File: src/rtl/csrs_regs.vh
// Constants for the clock security and reset source block
`ifndef CSRS_REGS_VH
`define CSRS_REGS_VH
`define CSRS_SRC_EXTCLK     3'h0
`define CSRS_SRC_RES0       3'h1
`define CSRS_SRC_RES1       3'h2
`define CSRS_SRC_RES2       3'h3
`define CSRS_SRC_RES3       3'h4
`define CSRS_SRC_EXTRC      3'h5
`define CSRS_SRC_INTRC      3'h6
`define CSRS_SRC_SPARE      3'h7
`define CSRS_OPT_SRC_DEFAULT 3'h0
`define CSRS_MISC_SMS       0
`define CSRS_MISC_CP0       1
`define CSRS_MISC_CP1       2
`define CSRS_MISC_MCO       5
`define CSRS_MISC_RESET     8'h00
`define CSRS_STAT_WATCHDOG_RESET_FLAG     0
`define CSRS_STAT_BKDET     1
`define CSRS_STAT_IRQEN     2
`define CSRS_STAT_SDRF      4
`define CSRS_STAT_RESET     8'h00
`define CSRS_STAT_RMASK     8'h17
`define CSRS_CLK_MHZ        20
`define CSRS_RSTOUT_NS      1000
`define CSRS_RSTOUT_CYC     ((`CSRS_RSTOUT_NS * `CSRS_CLK_MHZ + 999) / 1000)
`define CSRS_GLITCH_NS      200
`define CSRS_GLITCH_CYC     ((`CSRS_GLITCH_NS * `CSRS_CLK_MHZ + 999) / 1000)
`define CSRS_LOSS_CYC       16
`define CSRS_FMIN_CYC       2
`define CSRS_BACKUP_DIV     8
`endif

File: src/rtl/csrs_clock_guard.v
// Clock guard: spike filter, loss detector and glitch-free fallback mux
`timescale 1ns/100ps
`include "csrs_regs.vh"
module csrs_clock_guard #(
  parameter LOSS_CYC = `CSRS_LOSS_CYC,
  parameter FMIN_CYC = `CSRS_FMIN_CYC
) (
  sys_clk,
  nrst,
  guardOn,
  mainClkSync,
  backupTick,
  mainClkPass,
  onBackup,
  clkOut
);
  input  wire sys_clk;
  input  wire nrst;
  input  wire guardOn;
  input  wire mainClkSync;
  input  wire backupTick;
  output reg  mainClkPass;
  output reg  onBackup;
  output reg  clkOut;

  reg       prevMain_reg;
  reg [7:0] gapCnt_reg;
  reg [7:0] lossCnt_reg;
  reg       backupLvl_reg;
  reg       spike;
  wire      mainEdge;
  wire      nextLvl;

  assign mainEdge = mainClkSync ^ prevMain_reg;

  always @* begin
    spike = mainEdge && (gapCnt_reg < FMIN_CYC[7:0]);
  end

  // Output level only flips on a valid edge, so no shortened phase can reach clkOut
  assign nextLvl = onBackup ? backupLvl_reg : mainClkPass;

  always @(posedge sys_clk or negedge nrst) begin
    if (!nrst) begin
      prevMain_reg  <= 1'b0;
      gapCnt_reg    <= 8'h00;
      lossCnt_reg   <= 8'h00;
      backupLvl_reg <= 1'b0;
      mainClkPass   <= 1'b0;
      onBackup      <= 1'b0;
      clkOut        <= 1'b0;
    end else if (!guardOn) begin
      prevMain_reg <= mainClkSync;
      mainClkPass  <= mainClkSync;
      onBackup     <= 1'b0;
      lossCnt_reg  <= 8'h00;
      clkOut       <= mainClkSync;
    end else begin
      prevMain_reg <= mainClkSync;
      if (mainEdge)
        gapCnt_reg <= 8'h00;
      else if (gapCnt_reg != 8'hFF)
        gapCnt_reg <= gapCnt_reg + 8'h01;
      if (mainEdge && !spike) begin
        mainClkPass <= mainClkSync;
        lossCnt_reg <= 8'h00;
        if (onBackup && !backupLvl_reg && !mainClkSync)
          onBackup <= 1'b0;
      end else if (lossCnt_reg >= LOSS_CYC[7:0]) begin
        // Switch as backup falls: a stuck-high main ends cleanly, low phase is full
        if (!onBackup && backupTick && backupLvl_reg)
          onBackup <= 1'b1;
      end else begin
        lossCnt_reg <= lossCnt_reg + 8'h01;
      end
      if (backupTick)
        backupLvl_reg <= ~backupLvl_reg;
      clkOut <= nextLvl;
    end
  end
endmodule // csrs_clock_guard

File: src/rtl/csrs_top.v
// Clock supply, clock guard, prescaler and reset source logic
`timescale 1ns/100ps
`include "csrs_regs.vh"
module csrs_top #(
  parameter [2:0] OPT_SRC_DEFAULT = `CSRS_OPT_SRC_DEFAULT,
  parameter       LOSS_CYC        = `CSRS_LOSS_CYC,
  parameter       FMIN_CYC        = `CSRS_FMIN_CYC,
  parameter       BACKUP_DIV      = `CSRS_BACKUP_DIV
) (
  sys_clk,
  nrst,
  optValid,
  optSrcSel,
  optGuardEn,
  oscClkIn,
  supplyLow,
  wdgUnderflow,
  rstPinIn,
  lightSleep,
  deepHalt,
  haltWakeIrq,
  cpuIrqMask,
  miscWrEn,
  miscWrData,
  statWrEn,
  statWrData,
  statRdEn,
  statRdData,
  miscRdData,
  rstPinOut,
  rstPinOe,
  resonatorRun,
  oscSrcSel,
  sysClkOut,
  cpuClkEn,
  clkOutPin,
  clkOutPinEnN,
  guardIrq,
  guardWake
);
  input  wire       sys_clk;
  input  wire       nrst;
  input  wire       optValid;
  input  wire [2:0] optSrcSel;
  input  wire       optGuardEn;
  input  wire       oscClkIn;
  input  wire       supplyLow;
  input  wire       wdgUnderflow;
  input  wire       rstPinIn;
  input  wire       lightSleep;
  input  wire       deepHalt;
  input  wire       haltWakeIrq;
  input  wire       cpuIrqMask;
  input  wire       miscWrEn;
  input  wire [7:0] miscWrData;
  input  wire       statWrEn;
  input  wire [7:0] statWrData;
  input  wire       statRdEn;
  output reg  [7:0] statRdData;
  output reg  [7:0] miscRdData;
  output reg        rstPinOut;
  output reg        rstPinOe;
  output reg        resonatorRun;
  output reg  [2:0] oscSrcSel;
  output reg        sysClkOut;
  output reg        cpuClkEn;
  output reg        clkOutPin;
  output reg        clkOutPinEnN;
  output reg        guardIrq;
  output reg        guardWake;

  localparam RST_CNT_MAX = `CSRS_RSTOUT_CYC;
  localparam GLT_CNT_MAX = `CSRS_GLITCH_CYC;

  reg        oscSync1_reg, oscSync2_reg;
  reg        supSync1_reg, supSync2_reg;
  reg        wdgSync1_reg, wdgSync2_reg, wdgPrev_reg;
  reg        rpinSync1_reg, rpinSync2_reg;
  reg [7:0]  gltCnt_reg;
  reg        supplyBad_reg;
  reg [7:0]  rstCnt_reg;
  reg        optTaken_reg;
  reg        guardOn_reg;
  reg [7:0]  misc_control_reg;
  reg        supply_drop_reset_flag;
  reg        watchdog_reset_flag;
  reg        backup_clock_detected_flag;
  reg        clock_guard_irq_enable;
  reg [7:0]  bkDiv_reg;
  reg        bkTick_reg;
  reg        onBackupPrev_reg;
  reg [5:0]  preCnt_reg;
  reg [5:0]  preLimit;
  reg        clkPrev_reg;
  wire       guardActive;
  wire       wdgEvent;
  wire       onBackup;
  wire       guardClk;
  wire       clkRise;
  wire [7:0] statNow;

  function [5:0] divFor;
    input [7:0] misc;
    begin
      if (misc[`CSRS_MISC_SMS])
        divFor = 6'd31;
      else
        case ({misc[`CSRS_MISC_CP1], misc[`CSRS_MISC_CP0]})
          2'b00:   divFor = 6'd1;
          2'b01:   divFor = 6'd3;
          2'b10:   divFor = 6'd7;
          2'b11:   divFor = 6'd15;
          default: divFor = 6'd1;
        endcase
    end
  endfunction

  always @(posedge sys_clk or negedge nrst) begin
    if (!nrst) begin
      oscSync1_reg  <= 1'b0;
      oscSync2_reg  <= 1'b0;
      supSync1_reg  <= 1'b1;
      supSync2_reg  <= 1'b1;
      wdgSync1_reg  <= 1'b0;
      wdgSync2_reg  <= 1'b0;
      wdgPrev_reg   <= 1'b0;
      rpinSync1_reg <= 1'b1;
      rpinSync2_reg <= 1'b1;
    end else begin
      oscSync1_reg  <= oscClkIn;
      oscSync2_reg  <= oscSync1_reg;
      supSync1_reg  <= supplyLow;
      supSync2_reg  <= supSync1_reg;
      wdgSync1_reg  <= wdgUnderflow;
      wdgSync2_reg  <= wdgSync1_reg;
      wdgPrev_reg   <= wdgSync2_reg;
      rpinSync1_reg <= rstPinIn;
      rpinSync2_reg <= rpinSync1_reg;
    end
  end

  assign wdgEvent = wdgSync2_reg && !wdgPrev_reg;

  // Supply state changes only after it is stable for the glitch time
  always @(posedge sys_clk or negedge nrst) begin
    if (!nrst) begin
      gltCnt_reg    <= 8'h00;
      supplyBad_reg <= 1'b1;
    end else if (supSync2_reg == supplyBad_reg) begin
      gltCnt_reg <= 8'h00;
    end else if (gltCnt_reg >= GLT_CNT_MAX[7:0] - 8'h01) begin
      gltCnt_reg    <= 8'h00;
      supplyBad_reg <= supSync2_reg;
    end else begin
      gltCnt_reg <= gltCnt_reg + 8'h01;
    end
  end

  // Reset pin: low while supply bad, or for minimum pulse after watchdog
  always @(posedge sys_clk or negedge nrst) begin
    if (!nrst) begin
      rstCnt_reg <= 8'h00;
      rstPinOut  <= 1'b0;
      rstPinOe   <= 1'b0;
    end else begin
      if (wdgEvent)
        rstCnt_reg <= RST_CNT_MAX[7:0];
      else if (rstCnt_reg != 8'h00)
        rstCnt_reg <= rstCnt_reg - 8'h01;
      rstPinOut <= 1'b0;
      rstPinOe  <= !(supplyBad_reg || wdgEvent || rstCnt_reg > 8'h01);
    end
  end

  // Option byte is taken once after release, then held until next reset
  always @(posedge sys_clk or negedge nrst) begin
    if (!nrst) begin
      optTaken_reg <= 1'b0;
      oscSrcSel    <= `CSRS_OPT_SRC_DEFAULT;
      guardOn_reg  <= 1'b0;
      resonatorRun <= 1'b0;
    end else begin
      if (optValid && !optTaken_reg) begin
        optTaken_reg <= 1'b1;
        oscSrcSel    <= (optSrcSel == `CSRS_SRC_SPARE) ? OPT_SRC_DEFAULT : optSrcSel;
        guardOn_reg  <= optGuardEn;
      end
      resonatorRun <= (oscSrcSel >= `CSRS_SRC_RES0) &&
                      (oscSrcSel <= `CSRS_SRC_RES3);
    end
  end

  assign guardActive = guardOn_reg && !deepHalt;

  always @(posedge sys_clk or negedge nrst) begin
    if (!nrst) begin
      bkDiv_reg  <= 8'h00;
      bkTick_reg <= 1'b0;
    end else if (!guardActive) begin
      bkDiv_reg  <= 8'h00;
      bkTick_reg <= 1'b0;
    end else if (bkDiv_reg >= BACKUP_DIV[7:0] - 8'h01) begin
      bkDiv_reg  <= 8'h00;
      bkTick_reg <= 1'b1;
    end else begin
      bkDiv_reg  <= bkDiv_reg + 8'h01;
      bkTick_reg <= 1'b0;
    end
  end

  csrs_clock_guard #(
    .LOSS_CYC (LOSS_CYC),
    .FMIN_CYC (FMIN_CYC)
  ) uGuard (
    .sys_clk     (sys_clk),
    .nrst        (nrst),
    .guardOn     (guardActive),
    .mainClkSync (oscSync2_reg),
    .backupTick  (bkTick_reg),
    .mainClkPass (),
    .onBackup    (onBackup),
    .clkOut      (guardClk)
  );

  assign statNow = {3'h0, supply_drop_reset_flag, 1'b0, clock_guard_irq_enable,
                    backup_clock_detected_flag, watchdog_reset_flag};

  // Status and control; frozen during halt, kept across halt wake
  always @(posedge sys_clk or negedge nrst) begin
    if (!nrst) begin
      misc_control_reg           <= `CSRS_MISC_RESET;
      supply_drop_reset_flag     <= 1'b0;
      watchdog_reset_flag        <= 1'b0;
      backup_clock_detected_flag <= 1'b0;
      clock_guard_irq_enable     <= 1'b0;
      onBackupPrev_reg           <= 1'b0;
      statRdData                 <= `CSRS_STAT_RESET;
    end else if (!deepHalt) begin
      onBackupPrev_reg <= onBackup;
      if (miscWrEn)
        misc_control_reg <= miscWrData;
      if (statWrEn)
        clock_guard_irq_enable <= statWrData[`CSRS_STAT_IRQEN];
      if (supplyBad_reg)
        supply_drop_reset_flag <= 1'b1;
      else if (wdgEvent || (statWrEn && !statWrData[`CSRS_STAT_SDRF]))
        supply_drop_reset_flag <= 1'b0;
      if (wdgEvent)
        watchdog_reset_flag <= 1'b1;
      else if (supplyBad_reg || (statWrEn && !statWrData[`CSRS_STAT_WATCHDOG_RESET_FLAG]))
        watchdog_reset_flag <= 1'b0;
      if (onBackup && !onBackupPrev_reg)
        backup_clock_detected_flag <= 1'b1;
      else if (statRdEn && !onBackup)
        backup_clock_detected_flag <= 1'b0;
      if (statRdEn)
        statRdData <= statNow & `CSRS_STAT_RMASK;
    end
  end

  // Prescaler: one-cycle CPU enable pulse every limit+1 guarded clock rises
  assign clkRise = guardClk && !clkPrev_reg;

  always @* begin
    preLimit = divFor(misc_control_reg);
  end

  always @(posedge sys_clk or negedge nrst) begin
    if (!nrst) begin
      clkPrev_reg  <= 1'b0;
      preCnt_reg   <= 6'd0;
      cpuClkEn     <= 1'b0;
      sysClkOut    <= 1'b0;
      clkOutPin    <= 1'b0;
      clkOutPinEnN <= 1'b1;
      miscRdData   <= `CSRS_MISC_RESET;
      guardIrq     <= 1'b0;
      guardWake    <= 1'b0;
    end else begin
      clkPrev_reg <= guardClk;
      sysClkOut   <= guardClk;
      cpuClkEn    <= 1'b0;
      if (clkRise) begin
        if (preCnt_reg >= preLimit) begin
          preCnt_reg <= 6'd0;
          cpuClkEn   <= 1'b1;
        end else begin
          preCnt_reg <= preCnt_reg + 6'd1;
        end
      end
      if (preCnt_reg > (preLimit >> 1))
        clkOutPin <= 1'b1;
      else
        clkOutPin <= 1'b0;
      clkOutPinEnN <= !misc_control_reg[`CSRS_MISC_MCO];
      miscRdData   <= misc_control_reg;
      guardIrq     <= backup_clock_detected_flag && clock_guard_irq_enable &&
                      !cpuIrqMask;
      guardWake    <= backup_clock_detected_flag && clock_guard_irq_enable &&
                      lightSleep && !deepHalt && !haltWakeIrq;
    end
  end
endmodule // csrs_top

File: config.mk
export PLATFORM = sky130hd
export DESIGN_NAME = csrs_top
export DESIGN_NICKNAME = d
export VERILOG_FILES = /design/src/rtl/csrs_clock_guard.v /design/src/rtl/csrs_top.v
export VERILOG_INCLUDE_DIRS = /design/src /design/src/rtl
export SDC_FILE = /design/constraint.sdc
export NUM_CORES = 1
export LEC_CHECK = 0
export BUFFER_PORTS_ARGS = -buffer_cell sky130_fd_sc_hd__buf_2
export CAP_MARGIN = 20
export CORE_MARGIN = 2
export CORE_UTILIZATION = 45
export CTS_CLUSTER_SIZE = 16
export DETAILED_ROUTE_END_ITERATION = 16
export PLACE_DENSITY = 0.76
export SYNTH_ARGS = -nofsm -noshare
export SYNTH_HDL_FRONTEND = slang
export SYNTH_SLANG_ARGS = --single-unit
File: constraint.sdc
create_clock -name sys_clk -period 6.9 [get_ports sys_clk]
set_clock_uncertainty 0.15 [all_clocks]
set_input_delay 1.035 -clock sys_clk [delete_from_list [all_inputs] [get_ports sys_clk]]
set_output_delay 1.035 -clock sys_clk [all_outputs]
set_load 0.05 [all_outputs]
Word-level counts from Yosys, hierarchy flattened
Index checks and enable logic that the tools add are counted.
{"block": "totals", "regBits": 98, "input_bits": 34, "output_inout_bits": 28, "wordCells": 160}
{"block": "op_classes", "n_addsub": 6, "order_cmp": 9, "eq_ne": 11, "mux": 35, "bitwise_logic": 4, "reduce_logical": 56}
{"cell": "8-bit two-way mux", "count": 11}
{"cell": "8-bit by 1-bit adder with 8-bit output, second input constant", "count": 4}
{"cell": "6-bit case mux with 4 select lines", "count": 1}
{"cell": "1-bit logical AND", "count": 20}
{"cell": "1-bit two-way mux", "count": 20}
{"cell": "2-bit AND reduction", "count": 9}
{"cell": "1-bit zero test", "count": 15}
{"cell": "6-bit two-way mux", "count": 2}
{"cell": "3-bit inequality test, second input constant", "count": 4}
{"cell": "2-bit nonzero test", "count": 5}
{"cell": "8-bit by 2-bit greater-or-equal comparator with 1-bit output, second input constant", "count": 1}
{"cell": "8-bit by 3-bit greater-or-equal comparator with 1-bit output, second input constant", "count": 1}
{"cell": "8-bit by 5-bit greater-or-equal comparator with 1-bit output, second input constant", "count": 1}
{"cell": "8-bit by 1-bit > comparator with 1-bit output, second input constant", "count": 1}
{"cell": "8-bit by 2-bit < comparator with 1-bit output, second input constant", "count": 1}
{"cell": "8-bit inequality test, second input constant", "count": 1}
{"cell": "8-bit nonzero test", "count": 1}
{"cell": "8-bit by 1-bit subtractor with 8-bit output, second input constant", "count": 1}
{"cell": "6-bit by 1-bit adder with 6-bit output, second input constant", "count": 1}
{"cell": "6-bit greater-or-equal comparator", "count": 1}
{"cell": "6-bit by 5-bit > comparator with 1-bit output", "count": 1}
{"cell": "2-bit == test, second input constant", "count": 2}
{"cell": "1-bit logical OR", "count": 4}
{"cell": "3-bit == test, second input constant", "count": 1}
{"cell": "other kinds (10)", "count": 12}

Longest topological paths before layout
Gate-level depths: netlist of run 1.
{"block": "logic_depth", "ltp_word": 7, "ltp_mapped": 8}

Cells and area by module
From an unflattened synthesis of run 1, not the netlist that was laid out.
{"block": "hier_totals", "hier_cells": 365, "hier_area_um2": 4093.9}
{"module": "csrs_top", "instances": 1, "cells_each": 262, "area_each_um2": 3069.2}
{"module": "csrs_clock_guard", "instances": 1, "cells_each": 103, "area_each_um2": 1024.7}

Worst setup path after synthesis of run 1
No wires, ideal clock.
{"block": "synth_path", "path_kind": "reg-to-reg", "from": "reg misc_control_reg[1] (netlist: divFor.misc[1])", "to": "reg preCnt_reg[5]", "setup_time_ps": 92, "t_arrival_ps": 2223, "t_required_ps": 6658, "slack_ps": 4435, "stages_incl_launch_ff": 9, "cell_sequence": "dfrtp_1 or3_1 inv_1 ha_1 nand3_1 nand2_1 maj3_1 a2111o_1 o31ai_2"}
{"block": "synth_via", "elab_chain_len": 5, "word_cells_on_any_way": 8, "cone_classes": "order compare: 1; eq/ne: 3; mux: 3; reduce/logical: 1"}
{"element": "start, declared", "line": "csrs_top.v:84", "text": "reg [7:0] misc_control_reg;"}
{"element": "start signal, assigned", "line": "csrs_top.v:231", "text": "misc_control_reg <= `CSRS_MISC_RESET;"}
{"element": "start signal, assigned", "line": "csrs_top.v:241", "text": "misc_control_reg <= miscWrData;"}
{"element": "2-bit == test (tied with other cells)", "line": "csrs_top.v:108", "text": "case ({misc[`CSRS_MISC_CP1], misc[`CSRS_MISC_CP0]})"}
{"element": "6-bit case mux with 4 select lines (*)", "line": "csrs_top.v:108"}
{"element": "6-bit two-way mux (*)", "line": "csrs_top.v:105", "text": "if (misc[`CSRS_MISC_SMS])"}
{"element": "6-bit greater-or-equal comparator (*)", "line": "csrs_top.v:284", "text": "if (preCnt_reg >= preLimit) begin"}
{"element": "6-bit two-way mux (*)", "line": "csrs_top.v:284"}
{"element": "end signal, assigned", "line": "csrs_top.v:288", "text": "preCnt_reg <= preCnt_reg + 6'd1;"}
{"element": "end, declared", "line": "csrs_top.v:92", "text": "reg [5:0] preCnt_reg;"}
Mark *: on every way between the ends. The rest lies on a longest branch, timed or not. The select of a mux whose other input is x is not followed.
A chain may end at the register's enable or synchronous reset.

Final worst setup path of run 1
Same ends and word-level chain as after synthesis.

==> impl_metrics.env, run 1 <==
export IMPL_p_per_area_mw_per_mm2=308.2
export IMPL_dr_total_vias=2669
export IMPL_synth_top_cell_area_share_pct=57.67
export IMPL_via_per_inst=4.989
export IMPL_final_nets=471
export IMPL_placement_cell_area_mm2=0.004466
export IMPL_cp_end_kind="flip-flop"
export IMPL_htreeDepth=3
export IMPL_antenna_cells=0
export IMPL_maxCapViolCount=0
export IMPL_min_path_type="reg2reg"
export IMPL_critPathRequiredTime_ns=7.03
export IMPL_ir_worst_vdd_mv=0.1195
export IMPL_netlist_area_mm2=0.004079
export IMPL_drt_iter0_markers=111
export IMPL_ys_ff_latch=98
export IMPL_route_detailed_wl_per_inst_um=12.86
export IMPL_setup_tns_final_ns=0
export IMPL_ys_seq_area_share_pct=60.25
export IMPL_crit_chain="or3_1, inv_1, ha_1, nand3_1, nand2_1, maj3_1, a2111o_1, o31ai_2"
export IMPL_status="complete, no violations"
export IMPL_synth_edff_count=0
export IMPL_drc=0
export IMPL_grt_pass1_wl_um=12050
export IMPL_critical_path_buf_inv_count=1
export IMPL_max_slew_margin_rel_pct=43.42
export IMPL_setup_viol=0
export IMPL_slowest_stage="a2111o_1"
export IMPL_grt_max_degree=71
export IMPL_antenna_found_initial=0
export IMPL_yosysTopAreaCell="dfrtp_1"
export IMPL_rsz0062_at_grt="no"
export IMPL_port_buffer_count=50
export IMPL_final_common_cell="dfrtp_1"
export IMPL_areaGrowthSynthToFinish_pct=14.69
export IMPL_avgSynthCellArea_um2=11.46
export IMPL_core_mm2=0.008763
export IMPL_async_reset_ff_share_pct=100.0
export IMPL_cts_buffers_inserted=9
export IMPL_io_pin_count=62
export IMPL_power_total_mw=1.442
export IMPL_cp_arrival_ns=2.79
export IMPL_cts_hold_buf=0
export IMPL_critical_path_top_delay_family="compound AO/OA/AOI/OAI gates"
export IMPL_cts_tree="done"
export IMPL_drtAntennaViolNets=0
export IMPL_slowest_delay_ns=0.51
export IMPL_cts_root_buffer="clkbuf_8"
export IMPL_clk_pin_slew_ns=0.10
export IMPL_dr_max_layer_used="met4"
export IMPL_worst_slew_pin_slew_ns=0.8488
export IMPL_final_cell_mix="dfrtp_1 (94), buf_2 (49), nand2_1 (38), nor2_1 (34), o21ai_0 (22)"
export IMPL_period_share_pct=38.57
export IMPL_yosys_warnings=0
export IMPL_ys_types=50
export IMPL_dieWidth_um=99.21
export IMPL_crit_type="reg2reg"
export IMPL_crit_fanout=5
export IMPL_slew_viol_final=0
export IMPL_first_pass_iters=4
export IMPL_gp_congestion=0.7989
export IMPL_initial_core_util_pct=46.54
export IMPL_route_met2_wl_um=3258
export IMPL_cts_sink_count=98
export IMPL_die_y_um=99.21
export IMPL_post_cts_resized=0
export IMPL_post_cts_buffers=0
export IMPL_grtUsageTotal_pct=15.12
export IMPL_grt_pass1_vias=2631
export IMPL_grt_ovfl_total=0
export IMPL_fin_area_mm2=0.004678
export IMPL_drt_total_wl_um=6878
export IMPL_fmax_ghz=0.3757
export IMPL_layout_min_cycle_time_ns=2.661
export IMPL_met1_length_um=3188
export IMPL_p_leak_nw=2.248
export IMPL_whs_ns=0.2107
export IMPL_hold_viol_final=0
export IMPL_clock_path_buffers=2
export IMPL_die_area_mm2=0.009842
export IMPL_wl_met3_um=350
export IMPL_drive_above_1_share_pct=22.48
export IMPL_synth_area_top_cells="dfrtp_1 (58%), ha_1 (4.6%), mux2_2 (3.6%)"
export IMPL_hpwl_um=4913
export IMPL_cp_start_kind="flip-flop"
export IMPL_synthCells=356
export IMPL_clkLatencyLatePin_ns=0.36
export IMPL_rows=34
export IMPL_synthFlopType="dfrtp_1"
[final timing paths]
check                          startpoint                    to  slack, ns  cells past startpoint
min in group asynchronous            nrst         gltCnt_reg[4]       0.41                      1
min reg2reg                  wdgSync1_reg          wdgSync2_reg       0.21                      0
max                        divFor.misc[1]         preCnt_reg[5]       4.24                      8
max in group asynchronous            nrst  uGuard.gapCnt_reg[6]       5.03                      2
max reg2reg                divFor.misc[1]         preCnt_reg[5]       4.24                      8
min                          wdgSync1_reg          wdgSync2_reg       0.21                      0
[cells by family after synthesis]
family          after synthesis  synth area share [%]
simple gates                131                 15.58
other cells                   1               0.09194
fa+ha+maj                    16                 4.847
flops                        98                 60.25
xor+xnor                     16                 3.436
compound gates               52                 8.466
buf+inv                      26                 2.883
mux                          16                 4.448
[cells in the mapped netlist, types with 2 or more instances]
library cell	number
dfrtp_1	94
nand2_1	38
nor2_1	34
o21ai_0	22
nand3_1	17
ha_1	15
inv_1	15
mux2_2	13
a21oi_1	9
nand2b_1	9
xor2_1	9
xnor2_1	7
nor4_1	6
buf_4	5
nor2b_1	5
a31oi_1	4
and3_1	4
and3_2	4
clkbuf_1	4
dfstp_2	4
nand4_1	3
nor3_1	3
mux2i_1	2
o211ai_1	2
o31ai_1	2
or2_2	2
[per-stage QoR]
stage / std cells / worst slack (ns) / utilization [%]
after global routing: 535 / 4.077 / 53.38
after CTS: 534 / 4.229 / 53.33
after floorplan: 370 / 4.435 / -
after global placement: 518 / 4.323 / 50.96
final: 535 / 4.239 / 53.38
after detailed placement: 518 / 4.241 / 50.96
[cell type report]
cell class,instances,area [um2]
fillers,749,4085
flip-flops and latches,98,2457
multi-input cells,246,1556
repair buffers,52,265.3
well taps,108,135.1
clock buffers,9,123.9
clock inverters,7,83.83
inverters,15,56.30
[metal layers]
layer  GRT usage (%)  vias to the layer above
li1                -                     1335
met3           4.779                        8
met1           19.70                     1267
met2           24.74                       59
met4           3.793                        0
met5               0                        -
[power breakdown]
| part | internal (mW) | total [mW] | switching, mW |
|---|---|---|---|
| registers | 0.651 | 0.721 | 0.0705 |
| clock network | 0.174 | 0.379 | 0.205 |
| logic | 0.124 | 0.342 | 0.218 |
| total | 0.949 | 1.44 | 0.493 |
Note: power is estimated with default switching activity, not from simulation.
==> run 2, diff against run 1 <==
Clock period 6.9 ns to 2.6 ns, I/O delays scaled along.
==> run 2 against run 1 <==
Net effect: first-iteration DRC count is 3.6% higher; global-route usage grew 0.54 points; final area up 2.2%; register-to-register slack worse by 4.1 ns; critical path type unchanged.
==> impl_metrics.env, run 2 (synthesis results as in run 1) <==
export IMPL_status="complete, no violations"
export IMPL_critPathRequiredTime_ns=2.73
export IMPL_fmax_ghz=0.4013
export IMPL_clk_pin_slew_ns=0.09
export IMPL_drtAntennaViolNets=0
export IMPL_grt_ovfl_total=0
export IMPL_min_path_type="in2reg"
export IMPL_die_area_mm2=0.009842
export IMPL_cp_start_kind="flip-flop"
export IMPL_rows=34
export IMPL_cts_buffers_inserted=9
export IMPL_final_cell_mix="dfrtp_1 (94), buf_2 (49), nand2_1 (37), nor2_1 (34), o21ai_0 (21)"
export IMPL_grt_max_degree=78
export IMPL_grt_pass1_wl_um=12350
export IMPL_seq_power_share_pct=50.9
export IMPL_drt_total_wl_um=7172
export IMPL_initial_core_util_pct=46.54
export IMPL_layout_min_cycle_time_ns=2.492
export IMPL_cts_tree="done"
export IMPL_grt_pass1_vias=2741
export IMPL_setup_tns_final_ns=0
export IMPL_whs_endpoint="guardWake"
export IMPL_hold_depth=2
export IMPL_r2r_cells=8
export IMPL_clock_path_buffers=2
export IMPL_r2r_start="divFor.misc[2]"
export IMPL_antenna_cells=0
export IMPL_io_pin_count=62
export IMPL_p_switching_mw=1.311
export IMPL_drt_iter0_markers=115
export IMPL_htreeDepth=3
export IMPL_grtUsageTotal_pct=15.66
export IMPL_max_slew_margin_rel_pct=60.57
export IMPL_hpwl_um=5121
export IMPL_core_mm2=0.008763
export IMPL_route_detailed_wl_per_inst_um=13.16
export IMPL_crit_fanout=5
export IMPL_placement_cell_area_mm2=0.004516
export IMPL_port_buffer_count=50
export IMPL_placed_cells=523
export IMPL_whs_ns=0.02229
export IMPL_p_per_area_mw_per_mm2=791.2
export IMPL_fin_area_mm2=0.004781
export IMPL_min_delay_start="haltWakeIrq"
export IMPL_antenna_found_initial=0
export IMPL_dieWidth_um=99.21
export IMPL_cts_root_buffer="clkbuf_8"
export IMPL_clkPwrFrac_pct=23.8
export IMPL_ir_worst_vdd_mv=0.3512
export IMPL_crit_type="reg2reg"
export IMPL_power_total_mw=3.783
export IMPL_hold_viol_final=0
export IMPL_slew_viol_final=0
export IMPL_via_per_inst=4.989
export IMPL_clkLatencyLatePin_ns=0.37
export IMPL_cp_startpoint="divFor.misc[2]"
export IMPL_instances_no_fill=545
export IMPL_first_pass_iters=6
export IMPL_final_nets=481
export IMPL_combPwrFrac_pct=25.4
export IMPL_p_int_mw=2.472
export IMPL_gp_congestion=0.8347
export IMPL_die_y_um=99.21
export IMPL_r2r_setup_slack_ns=0.11
export IMPL_p_leak_nw=2.292
export IMPL_worst_slew_pin_slew_ns=0.5902
export IMPL_drive_above_1_share_pct=24.49
export IMPL_cp_end_kind="flip-flop"
export IMPL_cp_arrival_ns=2.62
export IMPL_fillers=730
export IMPL_maxCapViolCount=0
export IMPL_cts_sink_count=98
export IMPL_final_common_cell="dfrtp_1"
export IMPL_areaGrowthSynthToFinish_pct=17.21
export IMPL_r2r_end="preCnt_reg[5]"
export IMPL_period_share_pct=95.84
export IMPL_drc=0
export IMPL_dr_total_vias=2719
export IMPL_setup_viol=0
export IMPL_p_sw_share_pct=34.66
-- run 2: cell count changes in the layout (fill, tap and decap cells not counted), moves of 2 or more --
cell           before  now
dlygate4sd3_1       0    5
clkinv_4            2    0
clkinv_2            0    3
buf_4               2    7
-- run 2: worst max-delay path by stage --
stage | end | slack (ns)
3_5_place_dp | preCnt_reg[5] | 0.009
2_1_floorplan | preCnt_reg[5] | 0.13
5_1_grt | preCnt_reg[5] | -0.009
3_3_place_gp | preCnt_reg[5] | 0.07
4_1_cts | preCnt_reg[5] | 0.03
6_report | preCnt_reg[5] | 0.11
-- run 2: what timing repair did --
action                                 in CTS  in global routing
setup buffers                               0                  1
endpoints found under the hold margin      24                  0
setup endpoints to repair                   1                  5
cloned                                      0                  0
resized for setup                           0                  7
hold buffers                                5                  0
pin swaps                                   1                  2
-- run 2: layer usage --
layer | vias to the layer above | track usage [%] | share of wire (%)
met5 | - | 0 | 0
met4 | 0 | 5.901 | 1.4
met3 | 9 | 4.216 | 4.6
met2 | 59 | 25.62 | 49
met1 | 1293 | 20.06 | 45
li1 | 1358 | - | -
-- run 2: metrics by stage --
stage                     setup slack [ns]  util (%)
final                               0.1083     54.55
after global routing             -0.008915     54.55
after CTS                          0.02707     54.13
after detailed placement          0.009065     51.53
after global placement             0.07296     51.53
after floorplan                     0.1347         -
-- run 2: final cells by class --
| class | instances | area, um2 | share of cell area [%] |
|---|---|---|---|
| clock buffers | 10 | 137.6 | 2.879 |
| flip-flops and latches | 98 | 2457 | 51.40 |
| clock inverters | 6 | 40.04 | 0.8375 |
| well taps | 108 | 135.1 | 2.826 |
| inverters | 15 | 56.30 | 1.178 |
| repair buffers | 62 | 367.9 | 7.694 |
| multi-input cells | 246 | 1587 | 33.18 |
-- run 2: power by group through the flow --
| stage | sequential (mW) | clock [mW] | combinational (mW) |
|---|---|---|---|
| 6_report | 1.92 | 0.900 | 0.959 |
| 5_1_grt | 1.96 | 0.983 | 1.07 |
| 4_1_cts | 1.92 | 0.935 | 0.935 |
| 3_5_place_dp | 1.94 | 0 | 0.928 |
| 3_3_place_gp | 1.93 | 0 | 0.894 |
| 2_1_floorplan | 2.08 | 0 | 0.530 |
-- run 2: critical path: stages, from the launching register on --
cell	delay (ns)
dfrtp_1	0.39
buf_4	0.15
nor2_1	0.16
ha_1	0.30
a21oi_2	0.17
nand2_2	0.08
maj3_2	0.31
a2111o_1	0.51
o31ai_2	0.20
==> run 3, diff against run 2 <==
==> constraint.sdc (replaced) <==
create_clock -name sys_clk -period 2.6 [get_ports sys_clk]
set_clock_uncertainty 0.15 [all_clocks]
set_input_delay 0.52 -clock sys_clk [delete_from_list [all_inputs] [get_ports sys_clk]]
set_output_delay 0.52 -clock sys_clk [all_outputs]
set_load 0.05 [all_outputs]
==> run 3 against run 2 <==
Net effect: sequential share of layout area is 0.41 points higher; power grew 0.60%; combinational power shrank 1%; fmax decreased by 0.95%; critical path type unchanged; largest cell class unchanged.
==> impl_metrics.env, run 3 (synthesis results as in run 1) <==
export IMPL_status="complete, no violations"
export IMPL_port_buffer_count=50
export IMPL_final_nets=478
export IMPL_hold_depth=1
export IMPL_clkPwrFrac_pct=24.8
export IMPL_p_sw_share_pct=33.71
export IMPL_worst_slew_pin_slew_ns=0.5971
export IMPL_grt_ovfl_total=0
export IMPL_cts_tree="done"
export IMPL_combPwrFrac_pct=24.9
export IMPL_fmax_ghz=0.3975
export IMPL_p_leak_nw=2.275
export IMPL_die_y_um=99.21
export IMPL_clk_pin_slew_ns=0.09
export IMPL_max_slew_margin_rel_pct=60.06
export IMPL_seq_power_share_pct=50.4
export IMPL_p_int_mw=2.523
export IMPL_r2r_start="divFor.misc[1]"
export IMPL_drt_total_wl_um=7199
export IMPL_finish_utilization_pct=54.13
export IMPL_drc=0
export IMPL_drtAntennaViolNets=0
export IMPL_fillers=742
export IMPL_ir_worst_vdd_mv=0.4562
export IMPL_period_share_pct=96.75
export IMPL_p_switching_mw=1.283
export IMPL_critPathRequiredTime_ns=2.72
export IMPL_antenna_found_initial=0
export IMPL_gp_congestion=0.8381
export IMPL_r2r_end="preCnt_reg[5]"
export IMPL_die_area_mm2=0.009842
export IMPL_core_mm2=0.008763
export IMPL_cts_root_buffer="clkbuf_8"
export IMPL_via_per_inst=5.085
export IMPL_p_per_area_mw_per_mm2=802.3
export IMPL_final_common_cell="dfrtp_1"
export IMPL_areaGrowthSynthToFinish_pct=16.29
export IMPL_rows=34
export IMPL_first_pass_iters=4
export IMPL_grt_max_degree=57
export IMPL_min_path_type="in2reg"
export IMPL_r2r_cells=8
export IMPL_route_detailed_wl_per_inst_um=13.28
export IMPL_slew_viol_final=0
export IMPL_clkLatencyLatePin_ns=0.35
export IMPL_maxCapViolCount=0
export IMPL_final_cell_mix="dfrtp_1 (94), buf_2 (49), nand2_1 (38), nor2_1 (33), o21ai_0 (22)"
export IMPL_cp_arrival_ns=2.64
export IMPL_cts_buffers_inserted=9
export IMPL_whs_endpoint="supSync1_reg"
export IMPL_dr_total_vias=2756
export IMPL_drt_iter0_markers=153
export IMPL_crit_chain="or3_4, inv_1, ha_1, nand3_1, nand2_1, maj3_2, a2111o_1, o31ai_2"
export IMPL_antenna_cells=0
export IMPL_setup_viol=0
export IMPL_r2r_setup_slack_ns=0.08
export IMPL_slowest_stage="a2111o_1"
export IMPL_slowest_delay_ns=0.49
export IMPL_clock_path_buffers=2
export IMPL_hold_viol_final=0
export IMPL_dpl_worst_slack_ns=0.01386
export IMPL_initial_core_util_pct=46.54
export IMPL_layout_min_cycle_time_ns=2.516
export IMPL_drive_above_1_share_pct=24.19
export IMPL_htreeDepth=3
export IMPL_crit_type="reg2reg"
export IMPL_grt_pass1_wl_um=12400
export IMPL_crit_fanout=5
export IMPL_dieWidth_um=99.21
export IMPL_hpwl_um=5199
export IMPL_cts_sink_count=98
export IMPL_cp_start_kind="flip-flop"
export IMPL_grt_pass1_vias=2689
export IMPL_grtUsageTotal_pct=15.58
export IMPL_min_delay_start="supplyLow"
export IMPL_io_pin_count=62
export IMPL_cp_end_kind="flip-flop"
export IMPL_fin_ws_ns=0.08442
run 3: area by class of cell:
type	count	area [um2]	area share, %
Clock buffer	9	123.9	2.611
Clock inverter	7	70.07	1.477
Inverter	15	56.30	1.187
Multi-Input combinational cell	246	1565	33.00
Sequential cell	98	2457	51.81
Tap cell	108	135.1	2.849
Timing Repair Buffer	59	335.3	7.069
run 3: layer usage:
metal / GRT usage [%] / wire (um) / vias up
met5: 0 / 0 / -
met4: 5.163 / 101 / 0
met3: 4.357 / 382 / 11
met2: 25.05 / 3468 / 66
met1: 20.56 / 3247 / 1328
li1: - / - / 1351
run 3: power by group through the flow:
stage	Combinational [mW]	Sequential (mW)	Clock, mW
after global placement	0.894	1.94	0
after floorplan	0.530	2.08	0
final	0.946	1.92	0.943
after global routing	1.04	1.95	1.04
after CTS	0.948	1.91	0.976
after detailed placement	0.936	1.94	0
run 3: how the worst max path moves through the flow:
stage	to	from
after global placement	preCnt_reg[5]	divFor.misc[1]
after CTS	preCnt_reg[5]	divFor.misc[1]
after floorplan	preCnt_reg[5]	divFor.misc[1]
after global routing	preCnt_reg[5]	divFor.misc[1]
after detailed placement	preCnt_reg[5]	divFor.misc[1]
final	preCnt_reg[5]	divFor.misc[1]
run 3: stage by stage:
| stage | total power [mW] | std cells | hold WS (ns) | TNS [ns] | area, um2 |
|---|---|---|---|---|---|
| 2_1_floorplan | 2.610 | 370 | 0.07441 | 0 | 4131 |
| 5_1_grt | 4.032 | 542 | 0.08289 | -0.006360 | 4743 |
| 3_5_place_dp | 2.879 | 524 | 0.1865 | 0 | 4523 |
| 6_report | 3.806 | 542 | 0.1161 | 0 | 4743 |
| 3_3_place_gp | 2.829 | 524 | 0.1849 | 0 | 4523 |
| 4_1_cts | 3.838 | 541 | 0.09480 | 0 | 4727 |
run 3: critical path: cells and delay by family, from the launching register on:
kind	cells	cell delay (ns)
AO/OA/AOI/OAI	2	0.71
AND/OR/NAND/NOR	3	0.55
buffers and inverters	1	0.07
flip-flops	1	0.42
adder cells (fa/ha/maj)	2	0.53
run 3: repair_timing:
item,CTS,global route
hold buffers,1,0
setup buffers,0,1
hold endpoints to repair,21,0
setup endpoints to repair,1,3
resized for setup,0,3
pin swaps,1,1
